**config.mk**
```make
export PLATFORM = sky130hd
export DESIGN_NAME = adr_host_regs
export DESIGN_NICKNAME = d
export VERILOG_FILES = /design/src/hdl/adr_pkg.sv /design/src/hdl/adr_host_regs.sv
export VERILOG_INCLUDE_DIRS = /design/src /design/src/hdl
export SDC_FILE = /design/constraint.sdc
export NUM_CORES = 1
export LEC_CHECK = 0
export ABC_AREA = 1
export BUFFER_PORTS_ARGS = -buffer_cell sky130_fd_sc_hd__buf_2
export CORE_MARGIN = 1
export CORE_UTILIZATION = 40
export DETAILED_ROUTE_END_ITERATION = 10
export MAX_ROUTING_LAYER = met4
export SLEW_MARGIN = 20
export SYNTH_ARGS = -nofsm -noshare
export SYNTH_HDL_FRONTEND = slang
export SYNTH_SLANG_ARGS = --single-unit
```
**constraint.sdc**
```tcl
create_clock -name mclk -period 6.3 [get_ports mclk]
set_input_delay 0 -clock mclk [delete_from_list [all_inputs] [get_ports mclk]]
set_output_delay 0 -clock mclk [all_outputs]
set_load 0.05 [all_outputs]
```
**src/hdl/adr_defines.svh**
```systemverilog
// Register map, field positions, reset values for the decoder host register bank
// Summary of operation
// - Offset 0x00 returns silicon revision
// - Offset 0x01 returns fixed chip id
// - Control bit 0 loads fractional divider
// - Bit 1 routes crystal to outclk divider
// - Bit 2 routes crystal to core divider
// - Bit 3 disables oscillator output
// - Bit 4 puts system clock on outclk
// - Bit 5 enables outclk pad, resets set
// - Bit 6 disables crystal output pad
// - Bit 7 enables shared pin, autoboot clears
// - Multiplier and divider registers, core owned
// - Request polarity selects request line sense
// - Input clock polarity selects sampling edge
// - Fault register holds last error code
// - Write to 0x10 triggers software reset
// - Play bit acts only while decoding
// - Mute silences output, starts the clock
// - Nonzero write to 0x16 refills ancillary buffer
// - Pin function bit 2 selects shared role
// - Sync state bits report frame lock
// - Encoded sample buffer 0x40 to 0x51, status reads first at 0x40 to 0x42
// - Ancillary count low and high bytes
// - Byte address auto-increments per byte
`ifndef ADR_DEFINES_SVH
`define ADR_DEFINES_SVH

`define ADR_OFS_REVISION     8'h00
`define ADR_OFS_CHIP_ID      8'h01
`define ADR_OFS_SYNTH_CTL    8'h05
`define ADR_OFS_SYNTH_MUL    8'h06
`define ADR_OFS_SYNTH_DIV    8'h07
`define ADR_OFS_REQUEST_LINE_POLARITY      8'h0c
`define ADR_OFS_CLK_POL      8'h0d
`define ADR_OFS_FAULT        8'h0f
`define ADR_OFS_SOFT_RST     8'h10
`define ADR_OFS_PLAY         8'h13
`define ADR_OFS_MUTE         8'h14
`define ADR_OFS_ANC_CMD      8'h16
`define ADR_OFS_PIN_FUNC     8'h18
`define ADR_OFS_ENC_FIRST    8'h40
`define ADR_OFS_ENC_LAST     8'h51
`define ADR_OFS_SYNC         8'h40
`define ADR_OFS_ANC_CNT_L    8'h41
`define ADR_OFS_ANC_CNT_H    8'h42
`define ADR_ENC_DEPTH        18

`define ADR_RST_SYNTH_CTL    8'h21
`define ADR_RST_SYNTH_MUL    8'h0c
`define ADR_RST_SYNTH_DIV    8'h00
`define ADR_HRST_REQUEST_LINE_POLARITY     8'h00
`define ADR_SRST_REQUEST_LINE_POLARITY     8'h01
`define ADR_RST_CLK_POL      8'h04
`define ADR_RST_PLAY         8'h01
`define ADR_RST_ZERO         8'h00
`define ADR_FAULT_MASK       8'h3f

`define ADR_BIT_FRAC_UPD     0
`define ADR_BIT_XTAL_OUTDIV  1
`define ADR_BIT_XTAL_COREDIV 2
`define ADR_BIT_OSC_DIS      3
`define ADR_BIT_SYS_OUTCLK   4
`define ADR_BIT_OUTCLK_EN    5
`define ADR_BIT_XOUT_DIS     6
`define ADR_BIT_SHARED_EN    7
`define ADR_BIT_REQ_INVERT   2
`define ADR_BIT_CLK_FALL     2
`define ADR_BIT_PIN_REQ      2

`endif

```
**src/hdl/adr_pkg.sv**
```systemverilog
// Types shared by the decoder host register bank
package adr_pkg;
   typedef enum logic [1:0] {
      ADR_LOCK_SEARCH  = 2'h0,
      ADR_LOCK_CONFIRM = 2'h1,
      ADR_LOCK_SYNCED  = 2'h2
   } adr_lock_t;

   typedef enum logic [1:0] {
      ADR_DEC_IDLE,
      ADR_DEC_INIT,
      ADR_DEC_DECODE
   } adr_dec_state_t;

   // Register port access from the serial protocol engine
   typedef struct packed {
      logic       start;
      logic [7:0] addr;
      logic       wr;
      logic       rd;
      logic [7:0] wdata;
   } adr_req_t;

   // Clock synthesizer controls decoded from the control byte
   typedef struct packed {
      logic shared_pin_enable;
      logic crystal_out_pad_disable;
      logic outclk_pad_enable;
      logic sysclk_on_outclk;
      logic oscillator_disable;
      logic crystal_feeds_core_divider;
      logic crystal_feeds_outclk_divider;
      logic fraction_update;
   } adr_synth_t;
endpackage

```
**src/hdl/adr_host_regs.sv**
```systemverilog
// Host-visible control and status registers of the audio decoder
`include "adr_defines.svh"
`timescale 1ns/1ps
`default_nettype none
module adr_host_regs
   import adr_pkg::*;
#(
   // Arbitrary neutral values, not tied to any real part
   parameter logic [7:0] SILICON_REV = 8'h01,
   parameter logic [7:0] CHIP_ID     = 8'h5a
) (
   // Clock and reset
   input  wire logic       mclk,
   input  wire logic       rst,
   // Byte access from the serial protocol engine
   input  wire adr_req_t   bus_req,
   output logic [7:0]      bus_rdata,
   output logic            bus_ack,
   // Decoder core status
   input  wire logic       autoboot_done,
   input  wire logic       core_synth_we,
   input  wire logic [7:0] core_synth_mul,
   input  wire logic [7:0] core_synth_div,
   input  wire logic       fault_we,
   input  wire logic [5:0] fault_code,
   input  wire adr_lock_t  lock_state,
   input  wire logic       anc_cnt_we,
   input  wire logic [15:0] anc_cnt,
   input  wire logic       enc_we,
   input  wire logic [4:0] enc_idx,
   input  wire logic [7:0] enc_byte,
   input  wire logic       core_decoding,
   input  wire logic       anc_refill_done,
   // Controls to the clocking, decoder and pins
   output adr_synth_t      synth_ctl,
   output logic [7:0]      synth_mul,
   output logic [7:0]      synth_div,
   output logic            request_invert,
   output logic            sample_on_fall,
   output logic            soft_reset_pulse,
   output logic            play_active,
   output logic            mute_out,
   output logic            mute_clock_run,
   output logic            anc_refill_req,
   output logic            pin_carries_request,
   output adr_dec_state_t  dec_state
);

   ////////////////////////////////////////////////////////////////////////////
   logic [7:0] byte_addr;
   logic [7:0] cur_addr;
   logic [7:0] request_line_polarity;
   logic [7:0] clk_pol;
   logic [7:0] play_reg;
   logic [7:0] mute_reg;
   logic [7:0] anc_cmd;
   logic [7:0] pin_func;
   logic [5:0] fault;
   logic [1:0] lock;
   logic [15:0] anc_count;
   logic [7:0] enc_buf [`ADR_ENC_DEPTH];
   logic       wr_hit;
   logic       soft_hit;

   // Start of transfer loads the sub-address, else use the counter
   assign cur_addr = bus_req.start ? bus_req.addr : byte_addr;
   assign wr_hit   = bus_req.wr;
   assign soft_hit = wr_hit && (cur_addr == `ADR_OFS_SOFT_RST);
   assign bus_ack  = bus_req.wr | bus_req.rd;

   ////////////////////////////////////////////////////////////////////////////
   // Address counter increment
   always_ff @(posedge mclk) begin
      if (rst) begin
         byte_addr <= `ADR_RST_ZERO;
      end else if (bus_req.wr || bus_req.rd) begin
         byte_addr <= cur_addr + 8'h01;
      end else if (bus_req.start) begin
         byte_addr <= bus_req.addr;
      end
   end

   // Soft reset pulse to the core, one cycle
   always_ff @(posedge mclk) begin
      if (rst) begin
         soft_reset_pulse <= 1'b0;
      end else begin
         soft_reset_pulse <= soft_hit;
      end
   end

   ////////////////////////////////////////////////////////////////////////////
   // Clock synthesizer control byte
   always_ff @(posedge mclk) begin
      if (rst || soft_hit) begin
         synth_ctl <= adr_synth_t'(`ADR_RST_SYNTH_CTL);
      end else if (wr_hit && cur_addr == `ADR_OFS_SYNTH_CTL) begin
         synth_ctl <= adr_synth_t'(bus_req.wdata);
      end else if (autoboot_done) begin
         synth_ctl.fraction_update   <= 1'b1;
         synth_ctl.shared_pin_enable <= 1'b0;
      end
   end

   always_ff @(posedge mclk) begin
      if (rst || soft_hit) begin
         synth_mul <= `ADR_RST_SYNTH_MUL;
      end else if (core_synth_we) begin
         // Core software owns these, so its update wins
         synth_mul <= core_synth_mul;
      end else if (wr_hit && cur_addr == `ADR_OFS_SYNTH_MUL) begin
         synth_mul <= bus_req.wdata;
      end
   end

   always_ff @(posedge mclk) begin
      if (rst || soft_hit) begin
         synth_div <= `ADR_RST_SYNTH_DIV;
      end else if (core_synth_we) begin
         synth_div <= core_synth_div;
      end else if (wr_hit && cur_addr == `ADR_OFS_SYNTH_DIV) begin
         synth_div <= bus_req.wdata;
      end
   end

   ////////////////////////////////////////////////////////////////////////////
   // Polarity registers; request polarity differs between reset kinds
   always_ff @(posedge mclk) begin
      if (rst) begin
         request_line_polarity <= `ADR_HRST_REQUEST_LINE_POLARITY;
      end else if (soft_hit) begin
         request_line_polarity <= `ADR_SRST_REQUEST_LINE_POLARITY;
      end else if (wr_hit && cur_addr == `ADR_OFS_REQUEST_LINE_POLARITY) begin
         request_line_polarity <= bus_req.wdata;
      end
   end

   // Same value after either reset kind
   always_ff @(posedge mclk) begin
      if (rst || soft_hit) begin
         clk_pol <= `ADR_RST_CLK_POL;
      end else if (wr_hit && cur_addr == `ADR_OFS_CLK_POL) begin
         clk_pol <= bus_req.wdata;
      end
   end

   assign request_invert = request_line_polarity[`ADR_BIT_REQ_INVERT];
   assign sample_on_fall = clk_pol[`ADR_BIT_CLK_FALL];

   ////////////////////////////////////////////////////////////////////////////
   // Playback, mute, pin function
   always_ff @(posedge mclk) begin
      if (rst || soft_hit) begin
         play_reg <= `ADR_RST_PLAY;
      end else if (wr_hit && cur_addr == `ADR_OFS_PLAY) begin
         play_reg <= bus_req.wdata;
      end
   end

   always_ff @(posedge mclk) begin
      if (rst || soft_hit) begin
         mute_reg <= `ADR_RST_ZERO;
      end else if (wr_hit && cur_addr == `ADR_OFS_MUTE) begin
         mute_reg <= bus_req.wdata;
      end
   end

   always_ff @(posedge mclk) begin
      if (rst || soft_hit) begin
         pin_func <= `ADR_RST_ZERO;
      end else if (wr_hit && cur_addr == `ADR_OFS_PIN_FUNC) begin
         pin_func <= bus_req.wdata;
      end
   end

   assign play_active         = play_reg[0] && (dec_state == ADR_DEC_DECODE);
   assign mute_out            = mute_reg[0];
   assign mute_clock_run      = mute_reg[0];
   assign pin_carries_request = pin_func[`ADR_BIT_PIN_REQ];

   // Decoder run state; soft reset returns it to idle
   always_ff @(posedge mclk) begin
      if (rst || soft_hit) begin
         dec_state <= ADR_DEC_IDLE;
      end else begin
         unique case (dec_state)
            ADR_DEC_IDLE: begin
               if (autoboot_done) begin
                  dec_state <= ADR_DEC_INIT;
               end
            end
            ADR_DEC_INIT: begin
               if (core_decoding) begin
                  dec_state <= ADR_DEC_DECODE;
               end
            end
            ADR_DEC_DECODE: begin
               if (!core_decoding) begin
                  dec_state <= ADR_DEC_INIT;
               end
            end
            default: begin
               dec_state <= ADR_DEC_IDLE;
            end
         endcase
      end
   end

   ////////////////////////////////////////////////////////////////////////////
   // Refill command, set wins over done
   always_ff @(posedge mclk) begin
      if (rst || soft_hit) begin
         anc_cmd <= `ADR_RST_ZERO;
      end else if (wr_hit && cur_addr == `ADR_OFS_ANC_CMD) begin
         anc_cmd <= bus_req.wdata;
      end else if (anc_refill_done) begin
         anc_cmd <= `ADR_RST_ZERO;
      end
   end
   assign anc_refill_req = (anc_cmd != `ADR_RST_ZERO);

   always_ff @(posedge mclk) begin
      if (rst || soft_hit) begin
         fault <= 6'h00;
      end else if (fault_we) begin
         fault <= fault_code;
      end
   end

   always_ff @(posedge mclk) begin
      if (rst || soft_hit) begin
         lock <= ADR_LOCK_SEARCH;
      end else begin
         lock <= lock_state;
      end
   end

   // Count held until the core posts a new frame
   always_ff @(posedge mclk) begin
      if (rst || soft_hit) begin
         anc_count <= 16'h0000;
      end else if (anc_cnt_we) begin
         anc_count <= anc_cnt;
      end
   end

   // Encoded sample buffer, zeroed at reset
   always_ff @(posedge mclk) begin
      if (rst || soft_hit) begin
         for (int i = 0; i < `ADR_ENC_DEPTH; i++) begin
            enc_buf[i] <= `ADR_RST_ZERO;
         end
      end else if (enc_we && enc_idx < 5'(`ADR_ENC_DEPTH)) begin
         enc_buf[enc_idx] <= enc_byte;
      end
   end

   ////////////////////////////////////////////////////////////////////////////
   // Read data; shared offsets give status first, buffer otherwise
   always_ff @(posedge mclk) begin
      if (rst) begin
         bus_rdata <= `ADR_RST_ZERO;
      end else if (bus_req.rd) begin
         unique case (cur_addr)
            `ADR_OFS_REVISION: begin
               bus_rdata <= SILICON_REV;
            end
            `ADR_OFS_CHIP_ID: begin
               bus_rdata <= CHIP_ID;
            end
            `ADR_OFS_SYNTH_CTL: begin
               bus_rdata <= synth_ctl;
            end
            `ADR_OFS_SYNTH_MUL: begin
               bus_rdata <= synth_mul;
            end
            `ADR_OFS_SYNTH_DIV: begin
               bus_rdata <= synth_div;
            end
            `ADR_OFS_REQUEST_LINE_POLARITY: begin
               bus_rdata <= request_line_polarity;
            end
            `ADR_OFS_CLK_POL: begin
               bus_rdata <= clk_pol;
            end
            `ADR_OFS_FAULT: begin
               bus_rdata <= {2'b00, fault};
            end
            `ADR_OFS_PLAY: begin
               bus_rdata <= play_reg;
            end
            `ADR_OFS_MUTE: begin
               bus_rdata <= mute_reg;
            end
            `ADR_OFS_ANC_CMD: begin
               bus_rdata <= anc_cmd;
            end
            `ADR_OFS_PIN_FUNC: begin
               bus_rdata <= pin_func;
            end
            `ADR_OFS_SYNC: begin
               bus_rdata <= {6'h00, lock};
            end
            `ADR_OFS_ANC_CNT_L: begin
               bus_rdata <= anc_count[7:0];
            end
            `ADR_OFS_ANC_CNT_H: begin
               bus_rdata <= anc_count[15:8];
            end
            default: begin
               if (cur_addr > `ADR_OFS_ANC_CNT_H && cur_addr <= `ADR_OFS_ENC_LAST) begin
                  bus_rdata <= enc_buf[5'(cur_addr - `ADR_OFS_ENC_FIRST)];
               end else begin
                  // Reserved and write-only read as zero
                  bus_rdata <= `ADR_RST_ZERO;
               end
            end
         endcase
      end
   end

endmodule
`default_nettype wire

```
==> results of run 1 <==
-- metal layers --
metal | global-route usage, % | part of all wire, % | vias up
met4 | 6.665 | 2.5 | 0
met3 | 4.236 | 8.1 | 92
met2 | 35.68 | 46 | 518
met1 | 31.93 | 44 | 6797
met5 | - | 0 | -
li1 | - | - | 6944
-- worst max-delay path, cell delays in order (launching register included) --
cell and delay [ns]:
dfxtp_1 0.34, nand2_2 0.33, nand2_4 0.74, ha_1 0.27, inv_1 0.08, nor2_1 0.35
nand2_1 0.27, nor2_1 0.59, inv_1 0.22, nand3_1 0.12, a21oi_1 0.06, dlygate4sd3_1 0.59
-- cells in the mapped netlist, types with 2 or more instances --
| cell | number | area (µm²) |
|---|---|---|
| ha_1 | 4 | 50.05 |
| inv_4 | 2 | 12.51 |
| nand2_4 | 6 | 67.56 |
| nor3_1 | 7 | 35.03 |
| a31oi_1 | 4 | 25.02 |
| nor2_1 | 243 | 912.1 |
| nor4_1 | 3 | 18.77 |
| nand2_1 | 618 | 2320 |
| nand3_1 | 210 | 1051 |
| nand2_2 | 20 | 125.1 |
| a32oi_1 | 4 | 35.03 |
| buf_1 | 5 | 18.77 |
| buf_4 | 10 | 75.07 |
| buf_2 | 32 | 160.2 |
| o21ai_0 | 79 | 395.4 |
| o21ai_1 | 2 | 10.01 |
| a21oi_1 | 121 | 605.6 |
| dfxtp_1 | 115 | 2302 |
| edfxtp_1 | 256 | 7687 |
| inv_1 | 118 | 442.9 |
| o211ai_1 | 7 | 52.55 |
| nor2_2 | 11 | 68.82 |
| clkbuf_1 | 42 | 157.7 |
| nor2_4 | 4 | 45.04 |
| nand4_1 | 9 | 56.30 |
-- layout make-up --
| cell class | instances | area share, % |
|---|---|---|
| flip-flops and latches | 371 | 48.32 |
| clock buffers | 52 | 5.363 |
| clock inverters | 23 | 1.029 |
| multi-input cells | 1473 | 31.08 |
| repair buffers | 244 | 8.764 |
| well taps | 532 | 3.220 |
| inverters | 121 | 2.221 |
-- path summary, 6_finish.rpt --
path                 from       endpoint  slack (ns)  depth (start not counted)
max          byte_addr[0]   synth_ctl[7]        2.21                         11
min reg2reg   mute_reg[4]    mute_reg[4]        0.45                          2
max reg2reg  byte_addr[0]   synth_ctl[7]        2.21                         11
min            enc_idx[2]  enc_buf[0][2]        0.03                          4
-- cells by family (layout without fill, tap and decap cells) --
group | after synthesis | after routing | share of synthesized area, %
and+or+nand+nor | 1136 | 1136 | 28.30
DFF | 371 | 371 | 59.30
AOI/OAI and AO/OA | 221 | 221 | 6.848
buffers and inverters | 211 | 440 | 5.236
adders and majority gates | 4 | 4 | 0.2971
other | 1 | 112 | 0.02226
-- power by group --
group,leakage (nW),total (mW),switching (mW),internal (mW)
clock network,0.649,2.39,0.979,1.41
registers,3.55,2.75,0.0421,2.71
logic,4.39,0.667,0.466,0.201
-- cells in the final DEF (no fill, tap or decap), types with 19 or more instances in the layout --
cell type,count
nand2_2,19
nand2_1,617
buf_2,123
clkbuf_16,42
o21ai_0,79
edfxtp_1,256
nand3_1,210
conb_1,112
dlygate4sd3_1,110
dfxtp_1,115
nor2_1,242
a21oi_1,121
inv_1,118
-- metrics by stage --
stage               utilization, %  instances  worst slack (ns)  hold slack, ns
CTS                          50.12       2815             2.216        0.002259
detailed placement           44.24       2630             2.244          0.2193
finish                       50.17       2816             2.206         0.03117
global route                 50.17       2816             1.896         0.03858
global placement             44.24       2630             2.472          0.2230
floorplan                        -       2055             3.417         0.07238
==> flow_results.org, run 1 <==
** Clock tree
- Root Buffer Master :: clkbuf_16
- Clock latency on the worst-skew pair :: 0.56 ns
- After clock tree synthesis, the setup repair step added 0 buffers.
- Clock Pin Slew Worst Setup and Hold Paths :: 0.06 ns
- After clock tree synthesis, the repair step resized 0 gates.
- In this run, CTS created clock tree buffers numbering 41.
- TritonCTS built the clock tree.
- # hold bufs at CTS :: 110
- In this run the number of H-tree levels came out at 2.
- The clock passes through at most 3 buffers.
- Counting every sink on the clock net gives 371.

** STA
- Transition time at the pin with the least slew margin :: 1.142 ns
- Max-slew headroom at the worst pin :: 23.87%
- Unrepaired setup endpoints after global routing :: no
- Highest clock rate :: 0.2443 GHz
- Setup TNS :: 0 ns
- Final worst-path cycle share :: 64.99%
- Clock skew after layout :: 0.02382 ns
- Number of pins with negative max-slew slack in the final report :: 0
- Final hold violations :: 0
- Period minus WS final :: 4.094 ns
- Setup violations remaining at the end of the flow were counted as 0.

** Power and ir drop
- Dividing total power by cell area gives a power density of 280.8 nW/µm².
- The completed layout was analyzed and its total power is 5.804 mW.
- Max rail drop VDD :: 0.0001785 V
- For this design the static power due to leakage is 8.585 nW.

** Global route
- Entering global routing, the biggest net connects 96 pins.
- Vias in the first global route :: 13667
- The first global-routing pass estimated 75950 µm of wire.
- Global routing consumed, over all layers together, 23.40% of the routing resources.
- The total overflow left after global routing is 0.
- Antenna violations before repair :: 0

** Finish
- In the final design database the tool counted 2337 nets.
- Max reg flops :: 256
- Biggest registers after layout :: enc_buf: 256 flops, anc_count: 16 flops
- After routing the design area is 20670 µm².
- The sequential cells in the finished layout cover a total of 9990 µm².
- In the final layout, the multi-input gates occupy 6425 µm².
- Number of fillers in the final layout :: 3824
- Compared with the post-synthesis result, the final layout area differs by 22.71%.
- Register containing the most flip-flops in the final layout :: enc_buf
- Antenna diodes :: 0
- Fraction of layout instances using a drive strength above 1 :: 10.55%

** Job
- Count of maximum capacitance violations :: 0

** Hold path
- Class of the worst hold path :: in2reg

** Floorplanning
- Effective utilization at floorplan :: 40.89%
- Top-level I/O count :: 124
- The die covers 42940 µm².
- From left edge to right edge, the die measures 207.2 µm.
- Core Area :: 41200 µm²
- Die Ht :: 207.2 µm
- In this run the core area contains 74 standard-cell rows.

** Route
- Using the TritonRoute via totals, the vias-per-cell ratio works out to 5.096.
- Count of unresolved DRC violations after routing :: 0
- In this run, the number of DRC markers left after iteration 0 of detailed routing was 1317.
- The count of nets left with antenna violations once routing finished came out at 0.
- For this block, the via count after detailed routing is 14351.
- The pre-antenna-repair detailed-routing pass consisted of 5 iterations.
- Wire length per cell :: 17.38 µm
- Total length of routed wires :: 48950 µm

** Critical path
- The critical path in this run is classified as reg2reg.
- STA classifies the critical path startpoint as a register.
- Highest net fanout along the worst path :: 66
- The worst setup path is captured at a register.
- At the worst endpoint, the arrival time is 4.54 ns.
- For the worst setup path, the data required time is 6.75 ns.

** Logic synthesis
- Distinct cell type count of the synthesized netlist :: 37
- In the synthesized netlist the dominant register cell turns out to be edfxtp_1.
- The cell area that synthesis handed to floorplanning was 16850 µm².
- Average size of a mapped cell :: 8.666 µm²
- Cell count after synthesis :: 1944
- Warnings from Yosys :: 0
- Number of synthesized flops with an enable pin :: 256
- The synthesized design contains 371 register bits.
- Fraction of registers with async set or reset after synthesis :: 0%
- Post-synthesis sequential area ratio :: 59.30%

** Placement
- The congestion estimate from routability-driven global placement came to 0.9287.
- Summing all placed instances gives a cell area of 18230 µm².
- Once detailed placement completed, the half-perimeter wirelength came to 31160 µm.
- Input and output buffers added on the ports amount to 123.

** Run status
- Run status :: complete, no violations
(Power assumes the default switching activity.)
==> inputs of run 2 (changes only) <==
--- a/config.mk
+++ b/config.mk
@@ -6,7 +6,7 @@
 export SDC_FILE = /design/constraint.sdc
 export NUM_CORES = 1
 export LEC_CHECK = 0
-export ABC_AREA = 1
+export ABC_AREA = 0
 export BUFFER_PORTS_ARGS = -buffer_cell sky130_fd_sc_hd__buf_2
 export CORE_MARGIN = 1
 export CORE_UTILIZATION = 40
==> constraint.sdc (replaced) <==
create_clock -name mclk -period 3.8 [get_ports mclk]
set_input_delay 0 -clock mclk [delete_from_list [all_inputs] [get_ports mclk]]
set_output_delay 0 -clock mclk [all_outputs]
set_load 0.05 [all_outputs]
==> flow_results.org, run 2 <==
** Critical path
- The critical path buffer and inverter count is 1 (-2).
- The startpoint identified for the worst register-to-register timing path is byte_addr[2].
- In this run the worst setup path begins at byte_addr[2].
- Kind of critical path :: reg2reg
- Cell type of the slowest stage on the worst timing path :: dlygate4sd3_1
- Broken down by cell family, the worst path's largest delay share belongs to simple AND/OR/NAND/NOR gates.
- Arr. time, crit path :: 3.89 ns (-0.65 ns)
- Endpoint required time on the critical path :: 4.25 ns (-2.50 ns)
- Setup crit start kind :: register
- Highest net fanout along the worst path :: 13 (-80%)
- Logic depth of the worst path, buffers included :: 8 (-3)
- Counting stages on the worst path, the most repeated cell is mux2_2.
- Critical path endpoint category :: register
- Worst R2R Path Depth :: 8 (-3)
- The maximum single-stage delay on the critical path is 0.58 ns (-0.16 ns).
- Critical-path cell list :: mux2_2, nand2_1, nor3_2, and2_1, mux2_2, mux2i_1, dlygate4sd3_1, nor2_1

** Global route
- The first-pass GRT wire length is 74460 µm (-2.0%).
- Aggregate global routing overflow :: 0 (unchanged)
- The maximum number of pins on one net before global-route repair is 96 (unchanged).
- The global router's overall resource usage was 23.96% (+0.56 points).
- Antenna violations before repair :: 0 (unchanged)
- Vias in the first global route :: 12478 (-8.7%)

** Placement
- The count of buffers from port buffering came to 123 (unchanged).
- Post-detail-place hpwl :: 31870 µm (+2.3%)
- Final Wtd Congestion :: 0.8947 (-3.7%)

** STA
- Final worst-path cycle share :: 90.64% (+26 points)
- Setup TNS :: 0 ns (unchanged)
- The headroom to the max-slew limit was 32.04% (+8.2 points).
- Final hold violations :: 0 (unchanged)
- Worst Hold Slack :: 0.04025 ns (+0.009088 ns)
- Period minus WS final :: 3.444 ns (-0.6498 ns)
- The maximum clock frequency is 0.2903 GHz (+19%).
- The transition at the pin with the smallest max-transition slack was 1.016 ns (-0.1262 ns).
- The number of pins exceeding their max-slew limit in the final report was 0 (unchanged).
- Setup repair after global routing left no endpoint under its margin.
- Clock skew after layout :: 0.01477 ns (-0.009044 ns)
- The number of setup violations in the final report is 0 (unchanged).

** Route
- The remaining design rule violation count came to 28 (+28).
- The remaining number of nets flagged by the antenna check after routing came to 0 (unchanged).
- First-pass detailed-route iteration total :: 9 (+4)
- The initial DRC count was 1318 (+0.076%).
- Vias post-DR :: 12968 (-9.6%)
- The average vias per placed instance was 5.370 (+5.4%).
- The total detailed-routing wirelength is 49240 µm (+0.59%).
- The mean routed wirelength per cell came to 20.39 µm (+17%).

** Logic synthesis
- Synth area leader :: edfxtp_1
- Cell count after synthesis :: 1529 (-21%)
- The share of flip-flops with an asynchronous set or reset after synthesis came to 0% (unchanged).
- The post-synthesis area per instance is 10.92 µm² (+26%).
- The number of flip-flops and latches in the synthesized netlist is 371 (unchanged).
- The sequential-to-total area share from yosys stat was 59.81% (+0.51 points).
- The top cell type's share of synthesized area is 46.03% (+0.39 points).
- Number of synthesized flops with an enable pin :: 256 (unchanged)
- Synthesized cell area :: 16700 µm² (-0.85%)
- Warnings from Yosys :: 0 (unchanged)
- Cell with the most instances after synthesis :: nand2_1
- Top post-synthesis cells by count :: nand2_1, edfxtp_1, nor2_1
- The most used flip-flop cell after synthesis is edfxtp_1.
- The number of unique standard cell types used by synthesis was 71 (+92%).
- Yosys attributes the largest share of cell area to edfxtp_1, dfxtp_1, nand2_1, mux2i_1, nor2_1.

** Clock tree
- # hold bufs at CTS :: 106 (-3.6%)
- Clk sinks :: 371 (unchanged)
- Clock Pin Slew Worst Setup and Hold Paths :: 0.06 ns (about the same)
- Root Buffer Master :: clkbuf_16
- The number of resized instances in the post-cts repair step is 0 (unchanged).
- Post-CTS setup buffer count :: 0 (unchanged)
- The clock latency of the later-clocked register in the worst-skew pair was 0.58 ns (+0.02 ns).
- Clock tree from TritonCTS :: built
- Total clock buffers created by CTS :: 41 (unchanged)
- H-tree level count :: 2 (unchanged)
- Buffer levels on the longest clock path :: 3 (unchanged)

** Floorplanning
- Die outline area :: 42580 µm² (-0.85%)
- Die Ht :: 206.3 µm (-0.42%)
- The standard cell core area came to 41020 µm² (-0.45%).
- The width of the chip came to 206.3 µm (-0.42%).
- Top-level I/O count :: 124 (unchanged)
- The total number of placement rows was 74 (unchanged).
- The starting density of the core came to 40.72% (-0.17 points).

** Power and ir drop
- Power consumption :: 9.743 mW (+68%)
- The net switching power of the design is 2.570 mW (+73%).
- The combinational cell fraction of total power is 12.4% (+0.9 points).
- The sequential share of power was 47.5% (about the same).
- The worst IR drop on VDD is 0.0003783 V (+110%).
- The leakage power summed over all cells was 7.890 nW (-8.1%).
- The total power per unit cell area came to 474.1 nW/µm² (+69%).
- Clk pwr share :: 40.2% (-0.9 points)
- The internal power of the cells is 7.173 mW (+66%).
- Switching share of power :: 26.38% (+0.77 points)

** Finish
- The flip-flop count of the largest register after layout came to 256 (unchanged).
- The count of inserted antenna diode cells is 0 (unchanged).
- Register containing the most flip-flops in the final layout :: enc_buf
- The number of nets in the layout came to 1936 (-17%).
- Syn-to-layout area delta :: 23.03%
- Leaving out fill and tap cells, the most frequent cells in the layout are nand2_1, edfxtp_1, nor2_1.
- The core occupancy in the finished layout is 50.10% (-0.076 points).
- The proportion of layout cells with a drive suffix above 1 was 15.40% (+4.8 points).
- The largest registers in the layout are enc_buf: 256 flops, anc_count: 16 flops.
- Leaving out fill and tap cells, the most frequent cell in the layout is nand2_1.

** Run status
- Violations in the final reports :: design-rule violations
- The run finished, with violations left.

** Hold path
- The number of instances on the worst hold path was 4 (unchanged).
- The path class of the tightest hold or removal check is in2reg.
- In this run the most critical hold path is launched from bus_req[18].

** Job
- Count of maximum capacitance violations :: 0 (unchanged)
## run 2: changes by cell type in the layout (fill, tap and decap cells not counted), sizes merged, moves of 14 or more
cell   before  now
nor3b       0   14
nand2     644  272
buf       134  162
and2        0   20
a22oi       1   28
mux2i       0  100
a21oi     121   57
o21ai      82   13
inv       120   15
nor2      259  232
nand4       9   33
nor3        8   26
nand3     211  116
mux2        0   19
## run 2: worst register-to-register path: cells and delay by family (launching register included)
kind                   cells  cell delay [ns]
buffers and inverters      1             0.58
flip-flops                 1             0.43
multiplexers               3             1.05
AND/OR/NAND/NOR            4             1.27
## run 2: area by class of cell
type	count	area, µm²
clock buffer	44	1059
clock inverter	31	252.7
inverter	14	55.05
multi-input combinational	1155	6520
sequential	371	9990
tap	532	665.6
timing repair buffer	268	2007
fill	3783	20470
## run 2: per-layer routing
metal	part of all wire, %	vias to the layer above	track usage, %	wire length, µm
li1	-	6021	-	-
met1	44	6379	32.17	21540
met2	47	488	37.16	23020
met3	6.9	80	3.611	3380
met4	2.6	0	7.747	1298
met5	0	-	-	0
## run 2: final timing paths
check | slack, ns | to
max | 0.36 | synth_mul[4]
max reg2reg | 0.36 | synth_mul[4]
min reg2reg | 0.46 | request_line_polarity[7]
min | 0.04 | byte_addr[7]
## run 2: logic make-up (layout without fill, tap and decap cells)
group | after synthesis | in the layout | synth area share, %
DFF | 371 | 371 | 59.81
AOI/OAI and AO/OA | 161 | 161 | 6.532
and+or+nand+nor | 746 | 746 | 20.97
other | 1 | 112 | 0.02245
xor gates and xnor gates | 8 | 8 | 0.4195
adders and majority gates | 4 | 4 | 0.2997
buffers and inverters | 114 | 357 | 3.678
muxes | 124 | 124 | 8.270
## run 2: stage by stage
stage               cells  setup WS, ns  cell area, µm²
finish               2415        0.3556           20550
global route         2415        0.2308           20550
CTS                  2415        0.4947           20550
detailed placement   2234        0.4689           18180
global placement     2234        0.5328           18180
floorplan            1640        0.9811           17120
## run 2: power by group through the flow
stage / Combinational [mW] / Sequential [mW] / Clock [mW]
after floorplan: 0.668 / 4.74 / 0
after global placement: 1.08 / 4.70 / 0
after detailed placement: 1.09 / 4.71 / 0
after CTS: 1.19 / 4.62 / 3.98
after global routing: 1.30 / 4.64 / 4.12
final: 1.21 / 4.63 / 3.91
==> inputs of run 3 (changes only) <==
--- a/config.mk
+++ b/config.mk
@@ -12,6 +12,7 @@
 export CORE_UTILIZATION = 40
 export DETAILED_ROUTE_END_ITERATION = 10
 export MAX_ROUTING_LAYER = met4
+export REMOVE_ABC_BUFFERS = 1
 export SLEW_MARGIN = 20
 export SYNTH_ARGS = -nofsm -noshare
 export SYNTH_HDL_FRONTEND = slang
==> flow_results.org, run 3 (synthesis gave the netlist of run 2 again) <==
** Clock tree
- Post-CTS setup buffer count :: 0 (unchanged)
- TritonCTS built the clock tree.
- The clock edge transition at the registers on the reported setup and hold paths was 0.06 ns (about the same).
- Root Buffer Master :: clkbuf_16
- The clock tree buffer depth was 3 (unchanged).
- The clock sink total is 371 (unchanged).
- Clock latency on the worst-skew pair :: 0.56 ns (-0.02 ns)
- The clock buffer count from CTS was 41 (unchanged).
- H-tree level count :: 2 (unchanged)

** Route
- The total vias in the final route was 12788 (-1.4%).
- Total length of routed wires :: 49020 µm (-0.45%)
- Number of violations reported at the end of detailed-routing iteration 0 :: 1108 (-16%)
- Routed via count divided by cell count :: 5.326 (-0.81%)
- The mean routed wirelength per cell was 20.41 µm (+0.13%).
- Count of unresolved DRC violations after routing :: 38 (+36%)
- The iteration count of the initial detailed-routing pass came to 8 (-1).
- DRT antenna net count :: 0 (unchanged)

** Critical path
- Cell type of the slowest stage on the worst timing path :: dlygate4sd3_1
- Critical-path cell list :: mux2i_4, buf_4, ha_1, o21ai_0, nor3_2, buf_4, and2_1, mux2_2, mux2i_1, dlygate4sd3_1, nor2_1
- The data required time at the worst endpoint was 4.24 ns (about the same).
- Critical path endpoint category :: register
- The worst setup path is of the reg2reg kind.
- STA classifies the critical path startpoint as a register.
- The arrival time at the worst endpoint is 3.97 ns (+0.08 ns).
- The maximum single-stage delay on the critical path came to 0.60 ns (+0.02 ns).
- The peak fanout along the critical path came to 18 (+5).
- The most numerous cell type found on the critical path is buf_4.

** Hold path
- In this run the worst hold path is classified as in2reg.

** Power and ir drop
- Pwr per Cell Area :: 475.6 nW/µm² (+0.30%)
- The leakage power summed over all cells was 7.818 nW (-0.91%).
- The worst IR drop on VDD was 0.0003131 V (-17%).

** STA
- Final worst-path cycle share :: 92.81% (+2.2 points)
- Period minus WS final :: 3.527 ns (+0.08238 ns)
- Transition time at the pin with the least slew margin :: 0.9081 ns (-0.1076 ns)
- Post-layout worst setup margin :: 0.2733 ns (-0.08238 ns)
- The headroom to the max-slew limit is 39.31% (+7.3 points).
- The maximum clock frequency came to 0.2835 GHz (-2.3%).
- The number of setup violations in the final report was 0 (unchanged).
- Setup repair after global routing left no endpoint under its margin.
- The final setup skew is 0.02415 ns (+0.009374 ns).
- Number of pins with negative max-slew slack in the final report :: 0 (unchanged)
- The final-report hold violation count was 0 (unchanged).

** Finish
- Post-route cell area :: 20360 µm² (-0.90%)
- The flip-flop count of the largest register after layout is 256 (unchanged).
- Fraction of layout instances using a drive strength above 1 :: 14.96% (-0.44 points)
- Number of fillers in the final layout :: 3747 (-0.95%)
- Number of nets in the final layout :: 1918 (-0.93%)
- The number of non-filler instances in the completed layout came to 2401 (-0.58%).
- Biggest registers after layout :: enc_buf: 256 flops, anc_count: 16 flops
- Most frequent standard cell in the layout excluding fill and tap cells :: nand2_1
- Register containing the most flip-flops in the final layout :: enc_buf
- In the layout the commonest cells are nand2_1, edfxtp_1, nor2_1.
- Syn-to-layout area delta :: 21.92%

** Placement
- Number of cells in the design after placement :: 2227 (-0.31%)
- Minimum setup slack after placement :: 0.4098 ns (-0.05911 ns)
- Post-detail-place hpwl :: 32580 µm (+2.2%)
- The placed instance area came to 18100 µm² (-0.43%).
- Final Wtd Congestion :: 0.8869 (-0.87%)
- The count of buffers from port buffering is 123 (unchanged).

** Run status
- Run status :: complete, but fails checks
- The checks that failed: design-rule violations.

** Global route
- Aggregate global routing overflow :: 0 (unchanged)
- Global Route Usage Sum :: 23.78% (-0.17 points)
- The first-pass GRT wire length came to 73100 µm (-1.8%).
- The maximum number of pins on one net before global-route repair came to 89 (-7.3%).
- The number of global-route vias before repair came to 12524 (+0.37%).
- Antenna violations before repair :: 4 (+4)

** Job
- Count of maximum capacitance violations :: 0 (unchanged)

** Floorplanning
- Top-level I/O count :: 124 (unchanged)
- The standard cell core area is 41020 µm² (unchanged).
- Horiz. Die Dim :: 206.3 µm (unchanged)
- The height of the die was 206.3 µm (unchanged).
- Die outline area :: 42580 µm² (unchanged)
- # rows :: 74 (unchanged)
- The starting density of the core came to 40.72% (unchanged).
[run 3: changes by cell type in the layout (fill, tap and decap cells not counted), moves of 4 or more]
cell	delta
buf_4	-5
dlygate4sd3_1	-11
clkbuf_1	+13
diode_2	+4
clkinv_1	-8
[run 3: where the power goes]
part | switching [mW] | leakage [nW] | internal [mW]
combinational | 0.785 | 3.80 | 0.391
clock | 1.60 | 0.635 | 2.28
sequential | 0.0905 | 3.38 | 4.54
total | 2.48 | 7.82 | 7.20
[run 3: per-stage QoR]
stage / power (mW) / hold WS (ns) / setup TNS, ns / utilization [%]
final: 9.685 / 0.008376 / 0 / 49.65
after global routing: 9.991 / 0.02456 / 0 / 49.65
after CTS: 9.739 / 0.0003586 / 0 / 49.62
after detailed placement: 5.781 / 0.2214 / 0 / 44.12
after global placement: 5.765 / 0.2292 / 0 / 44.12
after floorplan: 5.322 / 0.06907 / -201.70 / -
[run 3: timing repair]
action,4_1_cts,5_1_grt
resized for setup,0,1
endpoints found under the setup margin,0,5
hold endpoints to repair,158,0
hold buffers,95,0
[run 3: path summary, 6_finish.rpt]
kind,cells after the start,from,endpoint,slack (ns)
min reg2reg,2,request_line_polarity[3],request_line_polarity[3],0.46
max,11,byte_addr[0],synth_mul[0],0.27
max reg2reg,11,byte_addr[0],synth_mul[0],0.27
min,3,anc_cnt_we,anc_count[8],0.008
[run 3: critical path: cells and delay by family (launching register included)]
kind	cells	cell delay, ns
mux	3	0.84
buf+inv	3	1.17
simple gates	3	0.67
flops	1	0.34
fa+ha+maj	1	0.25
compound gates	1	0.12
[run 3: routing by layer]
metal	vias up	part of all wire, %	GRT usage, %
met1	6134	41	29.56
met5	-	0	-
li1	5996	-	-
met4	0	4.1	11.19
met3	113	7.5	4.084
met2	545	47	37.73
[run 3: final cells by class]
| type | instances | area [µm²] | share of cell area, % |
|---|---|---|---|
| Tap cell | 532 | 665.6 | 3.269 |
| Clock buffer | 61 | 1174 | 5.763 |
| Timing Repair Buffer | 250 | 1819 | 8.934 |
| Antenna cell | 4 | 10.01 | 0.04916 |
| Inverter | 14 | 55.05 | 0.2704 |
| Sequential cell | 371 | 9990 | 49.06 |
| Clock inverter | 14 | 127.6 | 0.6267 |
| Multi-Input combinational cell | 1155 | 6523 | 32.03 |
